File: src/core/hpdpc_regs.vh
`ifndef HPDPC_REGS_VH
`define HPDPC_REGS_VH
// Register indices; the bus byte address is four times the index
`define HPDPC_IDX_PORT_DIS_BUS 8'he9
`define HPDPC_IDX_MAX_PWR_SELF 8'hea
`define HPDPC_IDX_MAX_PWR_BUS 8'heb
`define HPDPC_IDX_CTRL_CUR_SELF 8'hec
`define HPDPC_IDX_MODE 8'hf8
`define HPDPC_IDX_STATUS 8'hf9
`define HPDPC_ADDR_W 12
// Reset values
`define HPDPC_RST_PORT_DIS 8'h00
`define HPDPC_RST_MAX_PWR_SELF 8'h00
`define HPDPC_RST_MAX_PWR_BUS 8'h00
`define HPDPC_RST_CTRL_CUR_SELF 8'h32
// Port mask layout
`define HPDPC_PORT_LO 1
`define HPDPC_PORT_HI 3
`define HPDPC_PORT_FIELD 8'h0e
// Mode register fields
`define HPDPC_MODE_BUS_POWERED 0
`define HPDPC_MODE_USE_DEFAULT 1
// AXI responses
`define HPDPC_RESP_OKAY 2'h0
`define HPDPC_RESP_SLVERR 2'h2
`endif

File: src/core/hpdpc_axil_slave.v
`timescale 1ns/100ps
`include "hpdpc_regs.vh"
// One write and one read at a time; address and data may come in either order.
module hpdpc_axil_slave #(
    parameter AW = `HPDPC_ADDR_W
) (
    input wire clk_sys,
    input wire rst_b,
    input wire [AW-1:0] s_axi_awaddr,
    input wire s_axi_awvalid,
    output reg s_axi_awready,
    input wire [31:0] s_axi_wdata,
    input wire [3:0] s_axi_wstrb,
    input wire s_axi_wvalid,
    output reg s_axi_wready,
    output reg [1:0] s_axi_bresp,
    output reg s_axi_bvalid,
    input wire s_axi_bready,
    input wire [AW-1:0] s_axi_araddr,
    input wire s_axi_arvalid,
    output reg s_axi_arready,
    output reg [31:0] s_axi_rdata,
    output reg [1:0] s_axi_rresp,
    output reg s_axi_rvalid,
    input wire s_axi_rready,
    output reg wrStrobe,
    output reg [AW-3:0] wrIndex,
    output reg [7:0] wrData,
    output wire [AW-3:0] rdIndex,
    input wire [7:0] rdData,
    input wire rdHit,
    input wire wrHit
);
    reg haveAw;
    reg haveW;
    reg [AW-3:0] awIdx;
    reg [7:0] wByte;
    reg wLane0;
    reg [AW-3:0] arIdx;
    reg rdPend;

    assign rdIndex = arIdx;

    always @(posedge clk_sys) begin
        if (!rst_b) begin
            s_axi_awready <= 1'b0;
            s_axi_wready <= 1'b0;
            s_axi_bvalid <= 1'b0;
            s_axi_bresp <= `HPDPC_RESP_OKAY;
            haveAw <= 1'b0;
            haveW <= 1'b0;
            awIdx <= {(AW-2){1'b0}};
            wByte <= 8'h00;
            wLane0 <= 1'b0;
            wrStrobe <= 1'b0;
            wrIndex <= {(AW-2){1'b0}};
            wrData <= 8'h00;
        end else begin
            wrStrobe <= 1'b0;
            s_axi_awready <= !haveAw && !s_axi_awready && !s_axi_bvalid;
            s_axi_wready <= !haveW && !s_axi_wready && !s_axi_bvalid;
            if (s_axi_awvalid && s_axi_awready) begin
                haveAw <= 1'b1;
                s_axi_awready <= 1'b0;
                awIdx <= s_axi_awaddr[AW-1:2];
            end
            if (s_axi_wvalid && s_axi_wready) begin
                haveW <= 1'b1;
                s_axi_wready <= 1'b0;
                wByte <= s_axi_wdata[7:0];
                wLane0 <= s_axi_wstrb[0];
            end
            if (haveAw && haveW && !s_axi_bvalid) begin
                wrIndex <= awIdx;
                wrData <= wByte;
                wrStrobe <= wLane0;
                s_axi_bvalid <= 1'b1;
                s_axi_bresp <= wrHit ? `HPDPC_RESP_OKAY : `HPDPC_RESP_SLVERR;
            end
            if (s_axi_bvalid && s_axi_bready) begin
                s_axi_bvalid <= 1'b0;
                haveAw <= 1'b0;
                haveW <= 1'b0;
            end
        end
    end

    // Read data is decoded from arIdx one cycle after the address is taken
    always @(posedge clk_sys) begin
        if (!rst_b) begin
            s_axi_arready <= 1'b0;
            s_axi_rvalid <= 1'b0;
            s_axi_rdata <= 32'h00000000;
            s_axi_rresp <= `HPDPC_RESP_OKAY;
            arIdx <= {(AW-2){1'b0}};
            rdPend <= 1'b0;
        end else begin
            s_axi_arready <= !rdPend && !s_axi_arready && !s_axi_rvalid;
            if (s_axi_arvalid && s_axi_arready) begin
                arIdx <= s_axi_araddr[AW-1:2];
                rdPend <= 1'b1;
                s_axi_arready <= 1'b0;
            end
            if (rdPend && !s_axi_rvalid) begin
                s_axi_rdata <= {24'h000000, rdData};
                s_axi_rresp <= rdHit ? `HPDPC_RESP_OKAY : `HPDPC_RESP_SLVERR;
                s_axi_rvalid <= 1'b1;
            end
            if (s_axi_rvalid && s_axi_rready) begin
                s_axi_rvalid <= 1'b0;
                rdPend <= 1'b0;
            end
        end
    end
endmodule

File: src/core/hpdpc_port_remap.v
`timescale 1ns/100ps
// Packs the enabled physical ports into contiguous logical numbers.
module hpdpc_port_remap #(
    parameter NPORT = 3
) (
    input wire [NPORT:1] portDisabled,
    output wire [1:0] enabledCount,
    output wire [2*NPORT-1:0] logicalOfPhys
);
    wire [1:0] runCount [0:NPORT];
    assign runCount[0] = 2'h0;
    genvar p;
    generate
        for (p = 1; p <= NPORT; p = p + 1) begin : g_port
            assign runCount[p] = runCount[p-1] + {1'b0, !portDisabled[p]};
            // Logical number is 1-based; zero marks a disabled port
            assign logicalOfPhys[2*p-1:2*p-2] = portDisabled[p] ? 2'h0 : runCount[p];
        end
    endgenerate
    assign enabledCount = runCount[NPORT];
endmodule

File: src/core/hpdpc_top.v
// Local design decision: the AXI4-Lite slave port.
`timescale 1ns/100ps
`include "hpdpc_regs.vh"
// Behaviour
// A one in a bus-powered disable mask bit disables that port, a zero leaves it available.
// Mask bits 3, 2 and 1 control physical ports 3, 2 and 1; bits 7..4 and 0 are reserved.
// A disabled port is held off permanently; the host can neither enable nor enumerate it.
// Any combination may be disabled; only the enabled count is reported, ports are renumbered.
// With the internal default selected, the disable selection comes from the two strap pins.
// Self-powered max power is reported in 2 mA units and covers hub, board and peripheral.
// Bus-powered max power is reported in 2 mA units with the same coverage.
// Controller self-powered current is reported in 2 mA units, excluding a fixed peripheral.
// Controller self-powered current resets to 50, meaning 100 mA.
// The configuring party keeps both self-powered current values at or below 100 mA.
// The bus-powered mask and power value apply only while the hub runs bus-powered.
module hpdpc_top #(
    parameter NPORT = 3,
    parameter AW = `HPDPC_ADDR_W
) (
    input wire clk_sys,
    input wire rst_b,
    input wire [AW-1:0] s_axi_awaddr,
    input wire s_axi_awvalid,
    output wire s_axi_awready,
    input wire [31:0] s_axi_wdata,
    input wire [3:0] s_axi_wstrb,
    input wire s_axi_wvalid,
    output wire s_axi_wready,
    output wire [1:0] s_axi_bresp,
    output wire s_axi_bvalid,
    input wire s_axi_bready,
    input wire [AW-1:0] s_axi_araddr,
    input wire s_axi_arvalid,
    output wire s_axi_arready,
    output wire [31:0] s_axi_rdata,
    output wire [1:0] s_axi_rresp,
    output wire s_axi_rvalid,
    input wire s_axi_rready,
    input wire [1:0] port_disable_strap_pins,
    output reg [NPORT:1] portEnable,
    output reg [1:0] reportedPortCount,
    output reg [2*NPORT-1:0] portLogicalNumber,
    output reg [7:0] reportedMaxPower,
    output reg [7:0] reportedControllerCurrent
);
    reg [7:0] port_disable_bus_powered;
    reg [7:0] max_power_self_powered;
    reg [7:0] max_power_bus_powered;
    reg [7:0] controller_current_self_powered;
    reg busPowered;
    reg useDefault;
    reg [1:0] strapLatch;
    reg strapTaken;

    wire wrStrobe;
    wire [AW-3:0] wrIndex;
    wire [7:0] wrData;
    wire [AW-3:0] rdIndex;
    reg [7:0] rdData;
    reg rdHit;
    reg wrHit;

    hpdpc_axil_slave #(.AW(AW)) u_bus (
        .clk_sys(clk_sys),
        .rst_b(rst_b),
        .s_axi_awaddr(s_axi_awaddr),
        .s_axi_awvalid(s_axi_awvalid),
        .s_axi_awready(s_axi_awready),
        .s_axi_wdata(s_axi_wdata),
        .s_axi_wstrb(s_axi_wstrb),
        .s_axi_wvalid(s_axi_wvalid),
        .s_axi_wready(s_axi_wready),
        .s_axi_bresp(s_axi_bresp),
        .s_axi_bvalid(s_axi_bvalid),
        .s_axi_bready(s_axi_bready),
        .s_axi_araddr(s_axi_araddr),
        .s_axi_arvalid(s_axi_arvalid),
        .s_axi_arready(s_axi_arready),
        .s_axi_rdata(s_axi_rdata),
        .s_axi_rresp(s_axi_rresp),
        .s_axi_rvalid(s_axi_rvalid),
        .s_axi_rready(s_axi_rready),
        .wrStrobe(wrStrobe),
        .wrIndex(wrIndex),
        .wrData(wrData),
        .rdIndex(rdIndex),
        .rdData(rdData),
        .rdHit(rdHit),
        .wrHit(wrHit)
    );

    // Address that the pending write will use, for its response code
    reg [AW-3:0] pendWrIdx;
    always @(posedge clk_sys) begin
        if (!rst_b) begin
            pendWrIdx <= {(AW-2){1'b0}};
        end else if (s_axi_awvalid && s_axi_awready) begin
            pendWrIdx <= s_axi_awaddr[AW-1:2];
        end
    end

    function known;
        input [AW-3:0] idx;
        begin
            known = (idx == `HPDPC_IDX_PORT_DIS_BUS) || (idx == `HPDPC_IDX_MAX_PWR_SELF) ||
                    (idx == `HPDPC_IDX_MAX_PWR_BUS) || (idx == `HPDPC_IDX_CTRL_CUR_SELF) ||
                    (idx == `HPDPC_IDX_MODE) || (idx == `HPDPC_IDX_STATUS);
        end
    endfunction

    always @* begin
        wrHit = known(pendWrIdx);
    end

    // Strap sampled on the first clock after reset release, never inside reset
    always @(posedge clk_sys) begin
        if (!rst_b) begin
            strapLatch <= 2'h0;
            strapTaken <= 1'b0;
        end else if (!strapTaken) begin
            strapLatch <= port_disable_strap_pins;
            strapTaken <= 1'b1;
        end
    end

    always @(posedge clk_sys) begin
        if (!rst_b) begin
            port_disable_bus_powered <= `HPDPC_RST_PORT_DIS;
            max_power_self_powered <= `HPDPC_RST_MAX_PWR_SELF;
            max_power_bus_powered <= `HPDPC_RST_MAX_PWR_BUS;
            controller_current_self_powered <= `HPDPC_RST_CTRL_CUR_SELF;
            busPowered <= 1'b0;
            useDefault <= 1'b0;
        end else if (wrStrobe) begin
            case (wrIndex)
                `HPDPC_IDX_PORT_DIS_BUS: begin
                    // Reserved bits are kept at zero
                    port_disable_bus_powered <= wrData & `HPDPC_PORT_FIELD;
                end
                `HPDPC_IDX_MAX_PWR_SELF: begin
                    max_power_self_powered <= wrData;
                end
                `HPDPC_IDX_MAX_PWR_BUS: begin
                    max_power_bus_powered <= wrData;
                end
                `HPDPC_IDX_CTRL_CUR_SELF: begin
                    // Not clamped: staying within 100 mA is the configuring party's job
                    controller_current_self_powered <= wrData;
                end
                `HPDPC_IDX_MODE: begin
                    busPowered <= wrData[`HPDPC_MODE_BUS_POWERED];
                    useDefault <= wrData[`HPDPC_MODE_USE_DEFAULT];
                end
                default: begin
                end
            endcase
        end
    end

    // Strap bits stand in for ports 1 and 2; port 3 has no strap
    wire [NPORT:1] strapMask = {1'b0, strapLatch};
    wire [NPORT:1] regMask = port_disable_bus_powered[`HPDPC_PORT_HI:`HPDPC_PORT_LO];
    wire [NPORT:1] activeMask = useDefault ? strapMask : regMask;
    // Mask has no effect while self-powered
    wire [NPORT:1] effMask = busPowered ? activeMask : {NPORT{1'b0}};

    wire [1:0] enabledCount;
    wire [2*NPORT-1:0] logicalOfPhys;
    hpdpc_port_remap #(.NPORT(NPORT)) u_remap (
        .portDisabled(effMask),
        .enabledCount(enabledCount),
        .logicalOfPhys(logicalOfPhys)
    );

    always @(posedge clk_sys) begin
        if (!rst_b) begin
            portEnable <= {NPORT{1'b0}};
            reportedPortCount <= 2'h0;
            portLogicalNumber <= {(2*NPORT){1'b0}};
            reportedMaxPower <= 8'h00;
            reportedControllerCurrent <= `HPDPC_RST_CTRL_CUR_SELF;
        end else begin
            portEnable <= ~effMask;
            reportedPortCount <= enabledCount;
            portLogicalNumber <= logicalOfPhys;
            // Values in 2 mA units go out unchanged
            reportedMaxPower <= busPowered ? max_power_bus_powered
                                           : max_power_self_powered;
            reportedControllerCurrent <= controller_current_self_powered;
        end
    end

    always @* begin
        rdHit = known(rdIndex);
        case (rdIndex)
            `HPDPC_IDX_PORT_DIS_BUS: rdData = port_disable_bus_powered;
            `HPDPC_IDX_MAX_PWR_SELF: rdData = max_power_self_powered;
            `HPDPC_IDX_MAX_PWR_BUS: rdData = max_power_bus_powered;
            `HPDPC_IDX_CTRL_CUR_SELF: rdData = controller_current_self_powered;
            `HPDPC_IDX_MODE: rdData = {6'h00, useDefault, busPowered};
            `HPDPC_IDX_STATUS: rdData = {2'h0, enabledCount, 1'b0, effMask};
            default: rdData = 8'h00;
        endcase
    end
endmodule

File: config.mk
export PLATFORM = sky130hd
export DESIGN_NAME = hpdpc_top
export DESIGN_NICKNAME = d
export VERILOG_FILES = /design/src/core/hpdpc_axil_slave.v /design/src/core/hpdpc_port_remap.v /design/src/core/hpdpc_top.v
export VERILOG_INCLUDE_DIRS = /design/src /design/src/core
export SDC_FILE = /design/constraint.sdc
export NUM_CORES = 1
export LEC_CHECK = 0
export BUFFER_PORTS_ARGS = -buffer_cell sky130_fd_sc_hd__buf_2
export CAP_MARGIN = 20
export CORE_ASPECT_RATIO = 1.75
export CORE_MARGIN = 2
export CORE_UTILIZATION = 30
export CTS_BUF_LIST = sky130_fd_sc_hd__clkbuf_2 sky130_fd_sc_hd__clkbuf_4 sky130_fd_sc_hd__clkbuf_8
export DETAILED_ROUTE_END_ITERATION = 16
export GPL_TIMING_DRIVEN = 0
export PLACE_DENSITY_LB_ADDON = 0.12
export SETUP_SLACK_MARGIN = 0.4
export SLEW_MARGIN = 20
export SYNTH_ARGS = -nofsm -noshare
export SYNTH_HDL_FRONTEND = slang
export SYNTH_HIERARCHICAL = 1
export SYNTH_SLANG_ARGS = --single-unit
export TNS_END_PERCENT = 50
File: constraint.sdc
create_clock -name clk_sys -period 2.2 [get_ports clk_sys]
set_clock_uncertainty 0.1 [all_clocks]
set_input_delay 0.33 -clock clk_sys [delete_from_list [all_inputs] [get_ports clk_sys]]
set_output_delay 0.33 -clock clk_sys [all_outputs]
set_load 0.01 [all_outputs]
Word-level counts from Yosys, hierarchy flattened
Cells that the tools add are included.

word-level totals
  bits in registers = 127
  latch bits = 0
  RAM bits = 0
  memory bits (read-only) = 0
  bits of input ports = 69
  output and inout bits = 68
  logic and storage cells = 111
  memories kept = 0

operators by class
  add/sub/neg operators = 2
  $mul = 0
  div/mod/pow operators = 0
  order comparisons = 0
  eq/ne operators = 17
  shifts and indexed selects = 0
  multiplexer cells = 7
  bitwise gates (word level) = 2
  reductions and logical operators = 49

operators with widths
  kind                 count
  $eq 10x8->1 const B  17
  $pmux 8 s6           1
  $reduce_or 2->1      8
  $logic_and 1x1->1    14
  $reduce_and 2->1     6
  $logic_not 1->1      11
  $logic_or 1x1->1     10
  $mux 8               1
  $mux 3               2
  $mux 2               2
  $not 3->3            1
  $add 1x1->2          1
  $add 2x1->2          1
  $mux 1               1
  $not 1->1            1

Logic depth before layout (Yosys ltp)
Gate-level depths: netlist (run 1).

  word-level depth = 7
  mapped depth = 8
  depth with buffers taken out = 8

Hierarchy
The synthesis (run 1) kept the hierarchy.

by module, submodules not included
  module            times used  cells each  area each (um^2)  sequential area each (um^2)
  hpdpc_top         1           307         2892.8            1381.3
  hpdpc_axil_slave  1           307         2732.6            1321.3
  hpdpc_port_remap  1           14          107.6             0.0

Least setup slack after synthesis (run 1)
OpenSTA, ideal clock, no wires.

  path type = reg-to-reg
  start point = register busPowered
  end point = register u_bus.s_axi_rdata[4]
  setup time = 70 ps
  arrival = 1842 ps
  required time = 2030 ps
  path slack = 188 ps
  stages on the path, launching flop included = 9
  path buffers = 1
  clock period less this slack = 2012 ps
  cell sequence = dfxtp_1 -> buf_1 -> nor2b_1 -> fa_1 -> inv_1 -> a2bb2oi_1 -> nor2_1 -> nand2_1 -> a21boi_1

between the ends
  longest elaborated chain between the ends = 5
  elaborated cells on any way between the ends = 7
  classes of those cells = add/sub: 2; mux: 2; reduce/logical: 3

RTL lines
  element                 line                    source
  from (decl)             hpdpc_top.v:50          reg busPowered;
  from (signal assigned)  hpdpc_top.v:151         busPowered <= wrData[`HPDPC_MODE_BUS_POWERED];
  $mux 3                  hpdpc_top.v:165         wire [NPORT:1] effMask = busPowered ? activeMask : {NPORT{1'b0}};
  net effMask, one bit    hpdpc_top.v:165
  $logic_not 1->1         hpdpc_port_remap.v:15   assign runCount[p] = runCount[p-1] + {1'b0, !portDisabled[p]};
  $add 1x1->2             hpdpc_port_remap.v:15
  $add 2x1->2             hpdpc_port_remap.v:15
  net enabledCount[0]     hpdpc_top.v:167         wire [1:0] enabledCount;
  $pmux 8 s6              hpdpc_top.v:195         case (rdIndex)
  net rdData[4]           hpdpc_top.v:59          reg [7:0] rdData;
  to (signal assigned)    hpdpc_axil_slave.v:105  s_axi_rdata <= {24'h000000, rdData};
  to (decl)               hpdpc_axil_slave.v:22   output reg [31:0] s_axi_rdata,

The timed path passes the listed nets, and every way through them passes these cells.
A chain may end at the register's enable or synchronous reset.

Worst setup path after layout (run 1)
  start point = register u_bus.wrIndex[9]
  end point = register max_power_bus_powered[4]

between the ends
  longest elaborated chain between the ends = 2

RTL lines
  element                     line                   source
  from (decl)                 hpdpc_axil_slave.v:27  output reg [AW-3:0] wrIndex,
  from (signal assigned)      hpdpc_axil_slave.v:56  wrIndex <= {(AW-2){1'b0}};
  from (signal assigned)      hpdpc_axil_slave.v:74  wrIndex <= awIdx;
  $eq 10x8->1                 hpdpc_top.v:135        case (wrIndex)
  $reduce_and 2->1 (no line)  --
  to (signal assigned)        hpdpc_top.v:130        max_power_bus_powered <= `HPDPC_RST_MAX_PWR_BUS;
  to (signal assigned)        hpdpc_top.v:144        max_power_bus_powered <= wrData;
  to (decl)                   hpdpc_top.v:48         reg [7:0] max_power_bus_powered;

Every way passes these cells.

==> Implementation_results.wiki, run 1 <==
{| class="wikitable"
! Metric !! Value
|-
| Horizontal die dimension || around 110 um
|-
| Ys Warns || 6
|-
| Share of synthesized area occupied by flip-flops and latches || between 40 and 50%
|-
| Clock slew at the register clock pins of the worst setup and hold paths || about 0.080 ns
|-
| Yosys cell types || 54
|-
| Family of cells with the greatest summed delay on the critical path || simple AND/OR/NAND/NOR gates
|-
| Series of cell instances along the critical path || or4_4 > or4_4 > buf_12 > mux2i_2 > nor2b_1
|-
| Startpoint of the most critical hold path || s_axi_araddr[2]
|-
| Setup repair after global routing missed its margin || true
|-
| Post-synth EDFFs || 0
|-
| Detailed-route via count || approximately 4,500
|-
| Setup violators final || 0
|-
| Synthesis-stage register bit count || around 140
|-
| Number of cells on the worst hold path || 3
|-
| R2R depth || 5
|-
| Post-detailed-route count of antenna-violating nets || 0
|-
| Transition at the pin with the smallest max-transition slack || a little over 0.6 ns
|-
| Nets || between 800 and 900
|-
| Worst-case register-to-register setup slack || between 0.15 and 0.2 ns
|-
| Final period util || between 90% and 100%
|-
| All-Layer GR Usage || approximately 16%
|-
| DR vias/cell || between 4 and 5
|-
| Shortest clock period the worst path allows after layout || 2.018 ns
|-
| Buffer cell driving the clock tree root || sky130_fd_sc_hd__clkbuf_8
|-
| Most common cell after layout, fill and taps aside || sky130_fd_sc_hd__nand2_1
|-
| Ratio of total power to cell area || 696.4 mW/mm2
|-
| Remaining global-route overflow || 0
|-
| Ys flop type || sky130_fd_sc_hd__dfxtp_1
|-
| Total chip power || approximately 5000 uW
|-
| Placement Cell Area || around 0.0065 mm2
|-
| H-tree depth reported by CTS || 4
|-
| First-pass DRT Iterations || 4
|-
| Most used cells in the layout excluding fill and tap cells || sky130_fd_sc_hd__nand2_1 (143), sky130_fd_sc_hd__dfxtp_1 (127), sky130_fd_sc_hd__buf_2 (87), sky130_fd_sc_hd__a21boi_0 (39), sky130_fd_sc_hd__buf_4 (39)
|-
| Crit path buffers/inverters || 1
|-
| Launch instance of the worst register-to-register path || u_bus/wrIndex[9]
|-
| Initial standard-cell utilization of the core || 30.72%
|-
| Area of the die || approximately 0.020 mm2
|-
| First-pass GRT wire length || 24,210 um
|-
| Relative max-transition margin || 59.14%
|-
| Area growth syn-to-layout || 24.81%
|-
| Number of remaining DRC errors || 0
|-
| Hpwl dp || approximately 12,000 um
|-
| Hold Path Class || input port to flip-flop
|-
| Violation count after the first detailed-routing iteration || 123
|-
| Leak pwr || 0.002894 uW
|-
| FFs w/ async S/R, synth || 0%
|-
| Maximum number of pins on one net before global-route repair || 17
|-
| Post-Syn Area per Cell || 9.129 um2
|-
| Result of the run || finished, final reports clean
|-
| Clock Path Buffers || 2
|-
| Nature of the critical path startpoint || flip-flop
|-
| Number of antenna violations at the first check in global routing || 0
|-
| Fraction of layout instances using a drive strength above 1 || ~29%
|-
| Crit path top cell by count || sky130_fd_sc_hd__or4_4
|-
| Num CTS Buffers || 17
|-
| Number of ports placed on the die boundary || around 140
|-
| Cell row count || 66
|-
| Gp weighted congestion || around 0.9
|-
| Delay contributed by the slowest stage of the critical path || between 0.5 and 0.6 ns
|-
| Overall routed net length || ~15,000 um
|-
| CP Data Required Time || roughly 2.4 ns
|-
| IR Drop Worst-Case VDD || 0.0003136 V
|-
| Area of the mapped netlist || around 0.0057 mm2
|-
| Via count of the first global-routing pass || approximately 4,600
|-
| Y dimension of the die || between 150 and 200 um
|-
| Critical path data arrival time || between 2 and 2.5 ns
|-
| Class of the most critical setup path || flip-flop to flip-flop
|-
| Maximum capacitance violations || 0
|-
| CTS sink cnt || ~140
|-
| Worst-path cell with the longest stage delay || sky130_fd_sc_hd__or4_4
|-
| Share of the core filled with cells in the final layout || between 30% and 40%
|-
| Final hold vios || 0
|-
| Biggest fanout along the worst timing path || 8
|-
| Crit. path cell count || 5
|-
| Clk_lat worst skew || roughly 0.43 ns
|-
| Pins Over Slew Limit || 0
|-
| CORE AREA || 0.01866 mm2
|-
| Wire length per cell || 15.07 um
|-
| Startpoint of the most critical setup path || u_bus/wrIndex[9]
|-
| Final design instance area without fill || 0.007156 mm2
|-
| Port buffer count || just under 80
|-
| Timing-limited maximum frequency || roughly 500 MHz
|-
| Nature of the critical path endpoint || flip-flop
|-
| Antenna Cells || 0
|-
| Post-synthesis instance total || 628
|-
| Clock tree from TritonCTS || yes
|}
-- cell usage after synthesis, types with 3 or more instances --
cell | n | area share, %
sky130_fd_sc_hd__nand2_1 | 143 | 9.4
sky130_fd_sc_hd__dfxtp_1 | 135 | 47
sky130_fd_sc_hd__a21boi_0 | 39 | 5.1
sky130_fd_sc_hd__mux2i_1 | 38 | 6.6
sky130_fd_sc_hd__nor2b_1 | 33 | 3.6
sky130_fd_sc_hd__buf_4 | 31 | 4.1
sky130_fd_sc_hd__o21ai_0 | 21 | 1.8
sky130_fd_sc_hd__clkbuf_1 | 19 | 1.2
sky130_fd_sc_hd__nand3_1 | 18 | 1.6
sky130_fd_sc_hd__nor2_1 | 17 | 1.1
sky130_fd_sc_hd__and2_1 | 13 | 1.4
sky130_fd_sc_hd__inv_1 | 12 | 0.79
sky130_fd_sc_hd__nand3_2 | 10 | 1.7
sky130_fd_sc_hd__o21ai_2 | 10 | 1.5
sky130_fd_sc_hd__a21boi_1 | 9 | 1.2
sky130_fd_sc_hd__buf_2 | 7 | 0.61
sky130_fd_sc_hd__nand2b_1 | 7 | 0.76
sky130_fd_sc_hd__mux2_2 | 5 | 0.98
sky130_fd_sc_hd__buf_6 | 4 | 0.79
sky130_fd_sc_hd__ha_1 | 4 | 0.87
sky130_fd_sc_hd__nand4_1 | 4 | 0.44
sky130_fd_sc_hd__a22oi_1 | 3 | 0.39
sky130_fd_sc_hd__a2bb2oi_1 | 3 | 0.46
sky130_fd_sc_hd__nor3_1 | 3 | 0.26
sky130_fd_sc_hd__nor4b_1 | 3 | 0.46
-- where the power goes --
| group | switching, uW | leakage, uW | total, uW | internal (uW) |
|---|---|---|---|---|
| sequential | 44.1 | 0.00110 | 2550 | 2500 |
| clock | 980 | 0.000197 | 2030 | 1050 |
| combinational | 228 | 0.00160 | 409 | 182 |
-- through the flow --
step / setup slack (ns) / setup TNS [ns] / instances / hold slack (ns)
floorplan: 0.3026 / 0 / 653 / 0.2577
global placement: -0.2738 / -0.6466 / 970 / 0.3419
detailed placement: -0.2992 / -0.6925 / 970 / 0.3449
CTS: 0.1849 / 0 / 1008 / 0.01492
global route: 0.1437 / 0 / 1013 / 0.01933
finish: 0.1825 / 0 / 1013 / 0.03823
-- area by class of cell --
cell class                      count  area, um2
Buffer                             65      478.0
Tap cell                          238      297.8
Clock inverter                     10      93.84
Inverter                           12      45.04
Sequential cell                   135       2718
Multi-Input combinational cell    441       2724
Fill cell                        2021      11510
Clock buffer                       22      302.8
Timing Repair Buffer               90      496.7
-- per-layer routing --
layer	routed length (um)	GRT usage [%]	part of all wire [%]
met5	0	0	0
met4	533	7.150	3.5
met3	510	2.997	3.3
met2	8663	30.53	57
met1	5559	15.42	36
-- final timing paths --
check | end
worst max register to register | max_power_bus_powered[4]
worst min register to register | u_bus/wrStrobe
worst min-delay path | u_bus/rdIndex[0]
worst max-delay path | max_power_bus_powered[4]
-- cells by family after synthesis --
group                      Yosys count  synth area share (%)
and+or+nand+nor                    266                 23.16
other                                2                0.1310
AOI/OAI and AO/OA                  100                 12.68
buffers and inverters               77                 8.053
adders and majority gates            5                 1.222
DFF                                135                 47.14
muxes                               43                 7.617
-- flip-flops by register name, summed over array words and instances, names as in the netlist, 2 cells and up --
name	count
pendWrIdx	10
u_bus/awIdx	10
u_bus/rdIndex	10
u_bus/wrIndex	10
controller_current_self_powered	8
max_power_bus_powered	8
max_power_self_powered	8
reportedControllerCurrent	8
reportedMaxPower	8
u_bus/s_axi_rdata	8
u_bus/wByte	8
u_bus/wrData	8
portLogicalNumber	6
portEnable	3
port_disable_bus_powered	3
reportedPortCount	2
strapLatch	2
-- tightest hold or removal path, delay by kind of cell --
family | cells | cell delay (ns)
AND/OR/NAND/NOR | 1 | 0.05
AO/OA/AOI/OAI | 1 | 0.07
buffers and inverters | 1 | 0.09
-- what timing repair did --
item	4_1_cts	5_1_grt
pin swaps	4	3
buffers inserted	5	5
endpoints found under the hold margin	1	0
gates resized for setup	31	26
hold buffers	1	0
setup endpoints to repair	38	34
(Power assumes the default switching activity.)
==> inputs of run 2 (changes only) <==
--- a/config.mk
+++ b/config.mk
@@ -7,11 +7,9 @@
 export NUM_CORES = 1
 export LEC_CHECK = 0
 export BUFFER_PORTS_ARGS = -buffer_cell sky130_fd_sc_hd__buf_2
-export CAP_MARGIN = 20
 export CORE_ASPECT_RATIO = 1.75
 export CORE_MARGIN = 2
 export CORE_UTILIZATION = 30
-export CTS_BUF_LIST = sky130_fd_sc_hd__clkbuf_2 sky130_fd_sc_hd__clkbuf_4 sky130_fd_sc_hd__clkbuf_8
 export DETAILED_ROUTE_END_ITERATION = 16
 export GPL_TIMING_DRIVEN = 0
 export PLACE_DENSITY_LB_ADDON = 0.12
==> constraint.sdc (replaced) <==
create_clock -name clk_sys -period 2 [get_ports clk_sys]
set_clock_uncertainty 0.1 [all_clocks]
set_input_delay 0.3 -clock clk_sys [delete_from_list [all_inputs] [get_ports clk_sys]]
set_output_delay 0.3 -clock clk_sys [all_outputs]
set_load 0.01 [all_outputs]
==> run 2 against run 1 <==
Compared with the run above: via count down 0.18%; critical path depth unchanged; sequential share of layout area is 1.7 points lower; count of clock-buffer cells in the layout is 2 higher; cell count is 0.39% higher; worst hold slack gained 0.0035 ns; wire length increased by 1.1%; core utilization rose by 1.8 points; register-to-register slack worse by 0.18 ns; setup slack worse by 0.18 ns; first-iteration DRC count is 4.1% higher; global-route usage shrank 0.37 points; critical endpoint is now max_power_bus_powered[6].
==> Implementation_results.wiki, run 2 (synthesis gave the netlist of run 1 again) <==
{| class="wikitable"
! Metric !! Value
|-
| Biggest fanout along the worst timing path || 8
|-
| Shortest clock period the worst path allows after layout || ~2 ns
|-
| Worst-case register-to-register setup slack || approximately 0.0072 ns
|-
| Setup repair after global routing missed its margin || true
|-
| Result of the run || finished, final reports clean
|-
| Most used cells in the layout excluding fill and tap cells || sky130_fd_sc_hd__nand2_1 (143), sky130_fd_sc_hd__dfxtp_1 (124), sky130_fd_sc_hd__buf_2 (87), sky130_fd_sc_hd__buf_4 (44), sky130_fd_sc_hd__a21boi_0 (39)
|-
| Clock slew at the register clock pins of the worst setup and hold paths || approximately 0.06 ns
|-
| Final hold vios || 0
|-
| Via count of the first global-routing pass || between 4,000 and 5,000
|-
| Ratio of total power to cell area || approximately 850 mW/mm2
|-
| Clk_lat worst skew || 0.41 ns
|-
| Placement Cell Area || roughly 0.0065 mm2
|-
| DR vias/cell || between 4 and 5
|-
| Worst-path cell with the longest stage delay || sky130_fd_sc_hd__or4_4
|-
| Port buffer count || approximately 80
|-
| Detailed-route via count || roughly 4,500
|-
| Non-filler cells in the finished layout || roughly 1,000
|-
| Antenna Cells || 0
|-
| Initial standard-cell utilization of the core || 30.72%
|-
| Hpwl dp || between 10,000 and 15,000 um
|-
| First-pass GRT wire length || 23,520 um
|-
| CP Data Required Time || 2.20 ns
|-
| Setup violators final || 0
|-
| Final design instance area without fill || 0.007498 mm2
|-
| Area growth syn-to-layout || 30.79%
|-
| Clock tree from TritonCTS || yes
|-
| Area of the die || between 0.02 and 0.025 mm2
|-
| Class of the most critical setup path || flip-flop to flip-flop
|-
| Nature of the critical path endpoint || flip-flop
|-
| Violation count after the first detailed-routing iteration || around 130
|-
| Worst hold margin || roughly 0.042 ns
|-
| Gp weighted congestion || around 0.8
|-
| Number of remaining DRC errors || 0
|-
| Number of ports placed on the die boundary || around 140
|-
| IR Drop Worst-Case VDD || roughly 0.00051 V
|-
| Nature of the critical path startpoint || flip-flop
|-
| Maximum capacitance violations || 0
|-
| Timing-limited maximum frequency || 501.8 MHz
|-
| Series of cell instances along the critical path || or4_4 > or4_4 > buf_12 > mux2i_1 > nor2b_1
|-
| Buffer cell driving the clock tree root || sky130_fd_sc_hd__clkbuf_16
|-
| Accumulated negative setup slack || 0 ns
|-
| Most common cell after layout, fill and taps aside || sky130_fd_sc_hd__nand2_1
|-
| All-Layer GR Usage || between 10% and 20%
|-
| Maximum number of pins on one net before global-route repair || 17
|-
| First-pass DRT Iterations || 4
|-
| CORE AREA || 0.01866 mm2
|-
| Placed instance count || 970
|-
| Overall routed net length || around 15,000 um
|-
| CTS sink cnt || between 100 and 150
|-
| Fraction of layout instances using a drive strength above 1 || between 30% and 40%
|-
| Leak pwr || 0.003031 uW
|-
| Remaining global-route overflow || 0
|-
| Pins Over Slew Limit || 0
|-
| Cell row count || 66
|-
| Nets || between 800 and 900
|-
| H-tree depth reported by CTS || 4
|-
| Horizontal die dimension || roughly 110 um
|-
| Transition at the pin with the smallest max-transition slack || 0.6023 ns
|-
| Total chip power || ~6400 uW
|-
| Final period util || between 90% and 100%
|-
| Post-detailed-route count of antenna-violating nets || 0
|-
| Family of cells with the greatest summed delay on the critical path || simple AND/OR/NAND/NOR gates
|-
| Crit path top cell by count || sky130_fd_sc_hd__or4_4
|-
| Delay contributed by the slowest stage of the critical path || around 0.54 ns
|-
| Num CTS Buffers || 17
|-
| Critical path data arrival time || 2.19 ns
|-
| Clock Path Buffers || 2
|-
| Relative max-transition margin || 59.85%
|-
| Hold Path Class || input port to flip-flop
|-
| Number of antenna violations at the first check in global routing || 0
|-
| Crit path buffers/inverters || 1
|-
| Y dimension of the die || between 150 and 200 um
|-
| Wire length per cell || between 15 and 20 um
|}
run 2: changes by cell type in the layout (fill, tap and decap cells not counted), moves of 3 or more:
cell	delta
sky130_fd_sc_hd__buf_4	+5
sky130_fd_sc_hd__clkbuf_1	+3
sky130_fd_sc_hd__clkbuf_16	+17
sky130_fd_sc_hd__clkbuf_8	-18
sky130_fd_sc_hd__dfxtp_1	-3
sky130_fd_sc_hd__inv_1	-4
sky130_fd_sc_hd__inv_2	+4
sky130_fd_sc_hd__o21ai_0	-9
sky130_fd_sc_hd__o21ai_1	+8
run 2: worst min-delay path, stage by stage:
cell and delay [ns]:
sky130_fd_sc_hd__buf_2 0.10, sky130_fd_sc_hd__nand2_1 0.04, sky130_fd_sc_hd__a21boi_0 0.06
run 2: area by class of cell:
cell class	count	area, um2
Fill cell	1959	11160
Multi-Input combinational cell	441	2820
Tap cell	238	297.8
Sequential cell	135	2724
Clock inverter	8	95.09
Timing Repair Buffer	94	514.2
Clock buffer	24	491.7
Buffer	65	510.5
Inverter	12	45.04
run 2: through the flow:
stage | util (%) | setup slack, ns
floorplan | - | 0.1026
global placement | 35.06 | -0.2116
detailed placement | 35.06 | -0.2258
CTS | 39.13 | 0.005679
global route | 40.18 | -0.04979
finish | 40.18 | 0.007236
run 2: worst paths after layout:
check | start | end | cells past startpoint
hold / removal | s_axi_wdata[7] | u_bus/wByte[7] | 3
setup reg to reg | u_bus/wrIndex[9] | max_power_bus_powered[6] | 5
hold reg to reg | u_bus/s_axi_rdata[5] | u_bus/s_axi_rdata[5] | 2
setup / recovery | u_bus/wrIndex[9] | max_power_bus_powered[6] | 5
run 2: what timing repair did:
item                                   in CTS  in global routing
hold buffers                                1                  0
gates cloned                                0                  1
setup endpoints to repair                  40                 40
gates resized for setup                    31                 63
endpoints found under the hold margin       1                  0
pin swaps                                   6                 26
buffers inserted                            8                  5
run 2: report_power, final:
group / total (uW) / switching (uW) / internal, uW / leakage [uW]
clock: 3100 / 1140 / 1960 / 0.000286
sequential: 2810 / 49.0 / 2760 / 0.00110
combinational: 459 / 253 / 205 / 0.00164
total: 6370 / 1440 / 4920 / 0.00303
run 2: layer usage:
layer  global-route usage [%]  wire length (um)
met1                    14.58              5473
met2                    30.34              8878
met3                    3.380               671
met5                        0                 0
met4                    6.361               408
==> inputs of run 3 (changes only) <==
--- a/config.mk
+++ b/config.mk
@@ -6,6 +6,7 @@
 export SDC_FILE = /design/constraint.sdc
 export NUM_CORES = 1
 export LEC_CHECK = 0
+export ABC_AREA = 1
 export BUFFER_PORTS_ARGS = -buffer_cell sky130_fd_sc_hd__buf_2
 export CORE_ASPECT_RATIO = 1.75
 export CORE_MARGIN = 2
@@ -13,6 +14,7 @@
 export DETAILED_ROUTE_END_ITERATION = 16
 export GPL_TIMING_DRIVEN = 0
 export PLACE_DENSITY_LB_ADDON = 0.12
+export REMOVE_ABC_BUFFERS = 1
 export SETUP_SLACK_MARGIN = 0.4
 export SLEW_MARGIN = 20
 export SYNTH_ARGS = -nofsm -noshare
==> run 3 against run 2 <==
Compared with the run above: flip-flop and latch count did not move; core utilization fell by 2.4 points; design area fell by 6.5%; clock power fell by 7.7%; sequential power rose by 3%; non-clock buffer count fell by 58; critical path type unchanged.
==> Implementation_results.wiki, run 3 <==
{| class="wikitable"
! Metric !! Value
|-
| Result of the run || finished, final reports clean
|-
| Ys flop type || sky130_fd_sc_hd__dfxtp_1
|-
| Ratio of total power to cell area || around 890 mW/mm2
|-
| Share of the core filled with cells in the final layout || 37.74%
|-
| Clock slew at the register clock pins of the worst setup and hold paths || 0.06 ns
|-
| Startpoint of the most critical hold path || port_disable_strap_pins[0]
|-
| CORE AREA || ~0.019 mm2
|-
| Nature of the critical path endpoint || flip-flop
|-
| Nets || 966
|-
| Post-synthesis instance total || around 800
|-
| All-Layer GR Usage || approximately 14%
|-
| Detailed-route via count || 4,823
|-
| Most used cells in the layout excluding fill and tap cells || sky130_fd_sc_hd__nor2_1 (220), sky130_fd_sc_hd__nand2_1 (142), sky130_fd_sc_hd__dfxtp_1 (131), sky130_fd_sc_hd__buf_2 (78), sky130_fd_sc_hd__inv_1 (71)
|-
| Initial standard-cell utilization of the core || between 30% and 40%
|-
| R2R depth || 9
|-
| Hold Path Class || input port to flip-flop
|-
| Class of the most critical setup path || flip-flop to flip-flop
|-
| CP Data Required Time || 2.21 ns
|-
| Area share of the largest cell type after synthesis || between 40 and 50%
|-
| FFs w/ async S/R, synth || 0%
|-
| Clk_lat worst skew || between 0.4 and 0.5 ns
|-
| Setup repair after global routing missed its margin || true
|-
| Final hold vios || 0
|-
| Yosys cell types || 32
|-
| Most common cell after layout, fill and taps aside || sky130_fd_sc_hd__nor2_1
|-
| Maximum number of pins on one net before global-route repair || 105
|-
| H-tree depth reported by CTS || 4
|-
| Ys Warns || 6
|-
| Library cell with the highest instance count after synthesis || sky130_fd_sc_hd__nor2_1
|-
| Post-detailed-route count of antenna-violating nets || 0
|-
| Overall routed net length || about 13,000 um
|-
| Leak pwr || around 0.0033 uW
|-
| Gp weighted congestion || 0.7232
|-
| Share of synthesized area occupied by flip-flops and latches || between 40 and 50%
|-
| Shortest clock period the worst path allows after layout || about 1.7 ns
|-
| Post-Syn Area per Cell || 7.089 um2
|-
| Remaining global-route overflow || 0
|-
| Worst-case register-to-register setup slack || 0.27 ns
|-
| Timing-limited maximum frequency || 577.0 MHz
|-
| Post-synth EDFFs || 0
|-
| Nature of the critical path startpoint || flip-flop
|-
| IR Drop Worst-Case VDD || about 0.00062 V
|-
| Port buffer count || just under 80
|-
| Worst R2R End || u_bus/s_axi_rdata[4]
|-
| Area of the die || ~0.020 mm2
|-
| Clock Path Buffers || 2
|-
| Setup violators final || 0
|-
| Critical path data arrival time || slightly below 2 ns
|-
| Wire length per cell || 11.62 um
|-
| Y dimension of the die || 186.0 um
|-
| Num CTS Buffers || 17
|-
| Area growth syn-to-layout || 23.51%
|-
| Worst hold margin || about 0.043 ns
|-
| DR vias/cell || between 4 and 5
|-
| Number of cells on the worst hold path || 3
|-
| Area of the mapped netlist || roughly 0.0057 mm2
|-
| Maximum capacitance violations || 0
|-
| Dominant cells by area after synthesis || sky130_fd_sc_hd__dfxtp_1 (48%), sky130_fd_sc_hd__nor2_1 (15%), sky130_fd_sc_hd__nand2_1 (9.7%)
|-
| First-pass GRT wire length || around 22,000 um
|-
| Pins Over Slew Limit || 0
|-
| Fraction of layout instances using a drive strength above 1 || a little under a fifth
|-
| Most instantiated cells after synthesis || sky130_fd_sc_hd__nor2_1 (229), sky130_fd_sc_hd__nand2_1 (147), sky130_fd_sc_hd__dfxtp_1 (135), sky130_fd_sc_hd__inv_1 (75), sky130_fd_sc_hd__o21ai_0 (62)
|-
| Launch instance of the worst register-to-register path || useDefault
|-
| Final period util || between 80% and 90%
|-
| Sink of the worst hold path || strapLatch[0]
|-
| Number of remaining DRC errors || 0
|-
| Buffer cell driving the clock tree root || sky130_fd_sc_hd__clkbuf_16
|-
| Hpwl dp || slightly above 9000 um
|-
| Dominant cell type by area after synthesis || sky130_fd_sc_hd__dfxtp_1
|-
| Cell row count || 66
|-
| Clock tree from TritonCTS || yes
|-
| Number of ports placed on the die boundary || about 140
|-
| Via count of the first global-routing pass || between 4,000 and 5,000
|-
| Biggest fanout along the worst timing path || 6
|-
| Violation count after the first detailed-routing iteration || 252
|-
| Antenna Cells || 0
|-
| Synthesis-stage register bit count || approximately 140
|-
| First-pass DRT Iterations || 4
|-
| Number of antenna violations at the first check in global routing || 0
|-
| CTS sink cnt || about 140
|-
| Horizontal die dimension || around 110 um
|}
[run 3: cell count changes after synthesis, sizes merged, moves of 7 or more]
cell	delta
a21boi	-49
a21oi	+8
and2	-12
inv	+66
mux2i	-38
nand2b	-7
nand3	+11
nand4	+8
nor2	+217
nor2b	-33
o21ai	+30
[run 3: worst max path at each step]
| stage | cells past startpoint | slack, ns | end | startpoint |
|---|---|---|---|---|
| floorplan | 8 | 0.17 | u_bus/s_axi_rdata[4] | busPowered |
| finish | 9 | 0.27 | u_bus/s_axi_rdata[4] | useDefault |
| detailed placement | 8 | -0.46 | u_bus/s_axi_rdata[4] | busPowered |
| CTS | 9 | 0.26 | u_bus/s_axi_rdata[4] | useDefault |
| global route | 9 | 0.16 | u_bus/s_axi_rdata[4] | useDefault |
| global placement | 3 | -1.21 | reportedControllerCurrent[1] | rst_b |
[run 3: kinds of logic after synthesis]
logic type | synth area share (%)
AND/OR/NAND/NOR | 32.57
buffers and inverters | 11.68
flip-flops | 47.60
AO/OA/AOI/OAI | 6.787
adder cells (fa/ha/maj) | 1.234
other | 0.1323
[run 3: critical path, cell delays in order (launching register included)]
cell,delay (ns)
sky130_fd_sc_hd__dfxtp_4,0.39
sky130_fd_sc_hd__inv_4,0.05
sky130_fd_sc_hd__nor2_4,0.09
sky130_fd_sc_hd__nor2_2,0.06
sky130_fd_sc_hd__fa_1,0.55
sky130_fd_sc_hd__inv_2,0.05
sky130_fd_sc_hd__nand3_4,0.07
sky130_fd_sc_hd__nand4_1,0.09
sky130_fd_sc_hd__o21ai_1,0.15
sky130_fd_sc_hd__nor2_1,0.05
[run 3: power by group]
group	switching, uW	internal [uW]
Clock	1110	1760
Combinational	298	188
Sequential	78.4	2810
[run 3: timing repair]
action                     4_1_cts  5_1_grt
cloned                           1        0
gates resized for setup         35        8
setup endpoints to repair       16       37
buffers inserted                17        3
pin swaps                       13        9
hold endpoints to repair         1        0
hold buffers                     1        0
[run 3: stage by stage]
step / cell area, um2 / power [uW] / cells / setup TNS (ns) / worst slack [ns]
3_3_place_gp: 6106 / 3379 / 1088 / -66.59 / -1.205
6_report: 7013 / 6234 / 1142 / 0 / 0.2670
4_1_cts: 6944 / 6346 / 1139 / 0 / 0.2598
2_1_floorplan: 5413 / 3196 / 771 / 0 / 0.1683
3_5_place_dp: 6142 / 3384 / 1089 / -2.694 / -0.4583
5_1_grt: 7013 / 6543 / 1142 / 0 / 0.1569
[run 3: metal layers]
metal	global-route usage [%]	share of wire, %
met5	0	0
met3	3.361	4.4
met2	24.45	51
met4	6.513	2.4
met1	14.97	42
[run 3: cell type report]
cell class,instances,area (um2)
Timing Repair Buffer,101,626.9
Multi-Input combinational cell,556,2527
Tap cell,238,297.8
Sequential cell,135,2713
Clock inverter,9,77.57
Fill cell,2052,11570
Clock buffer,22,464.2
Inverter,81,306.5
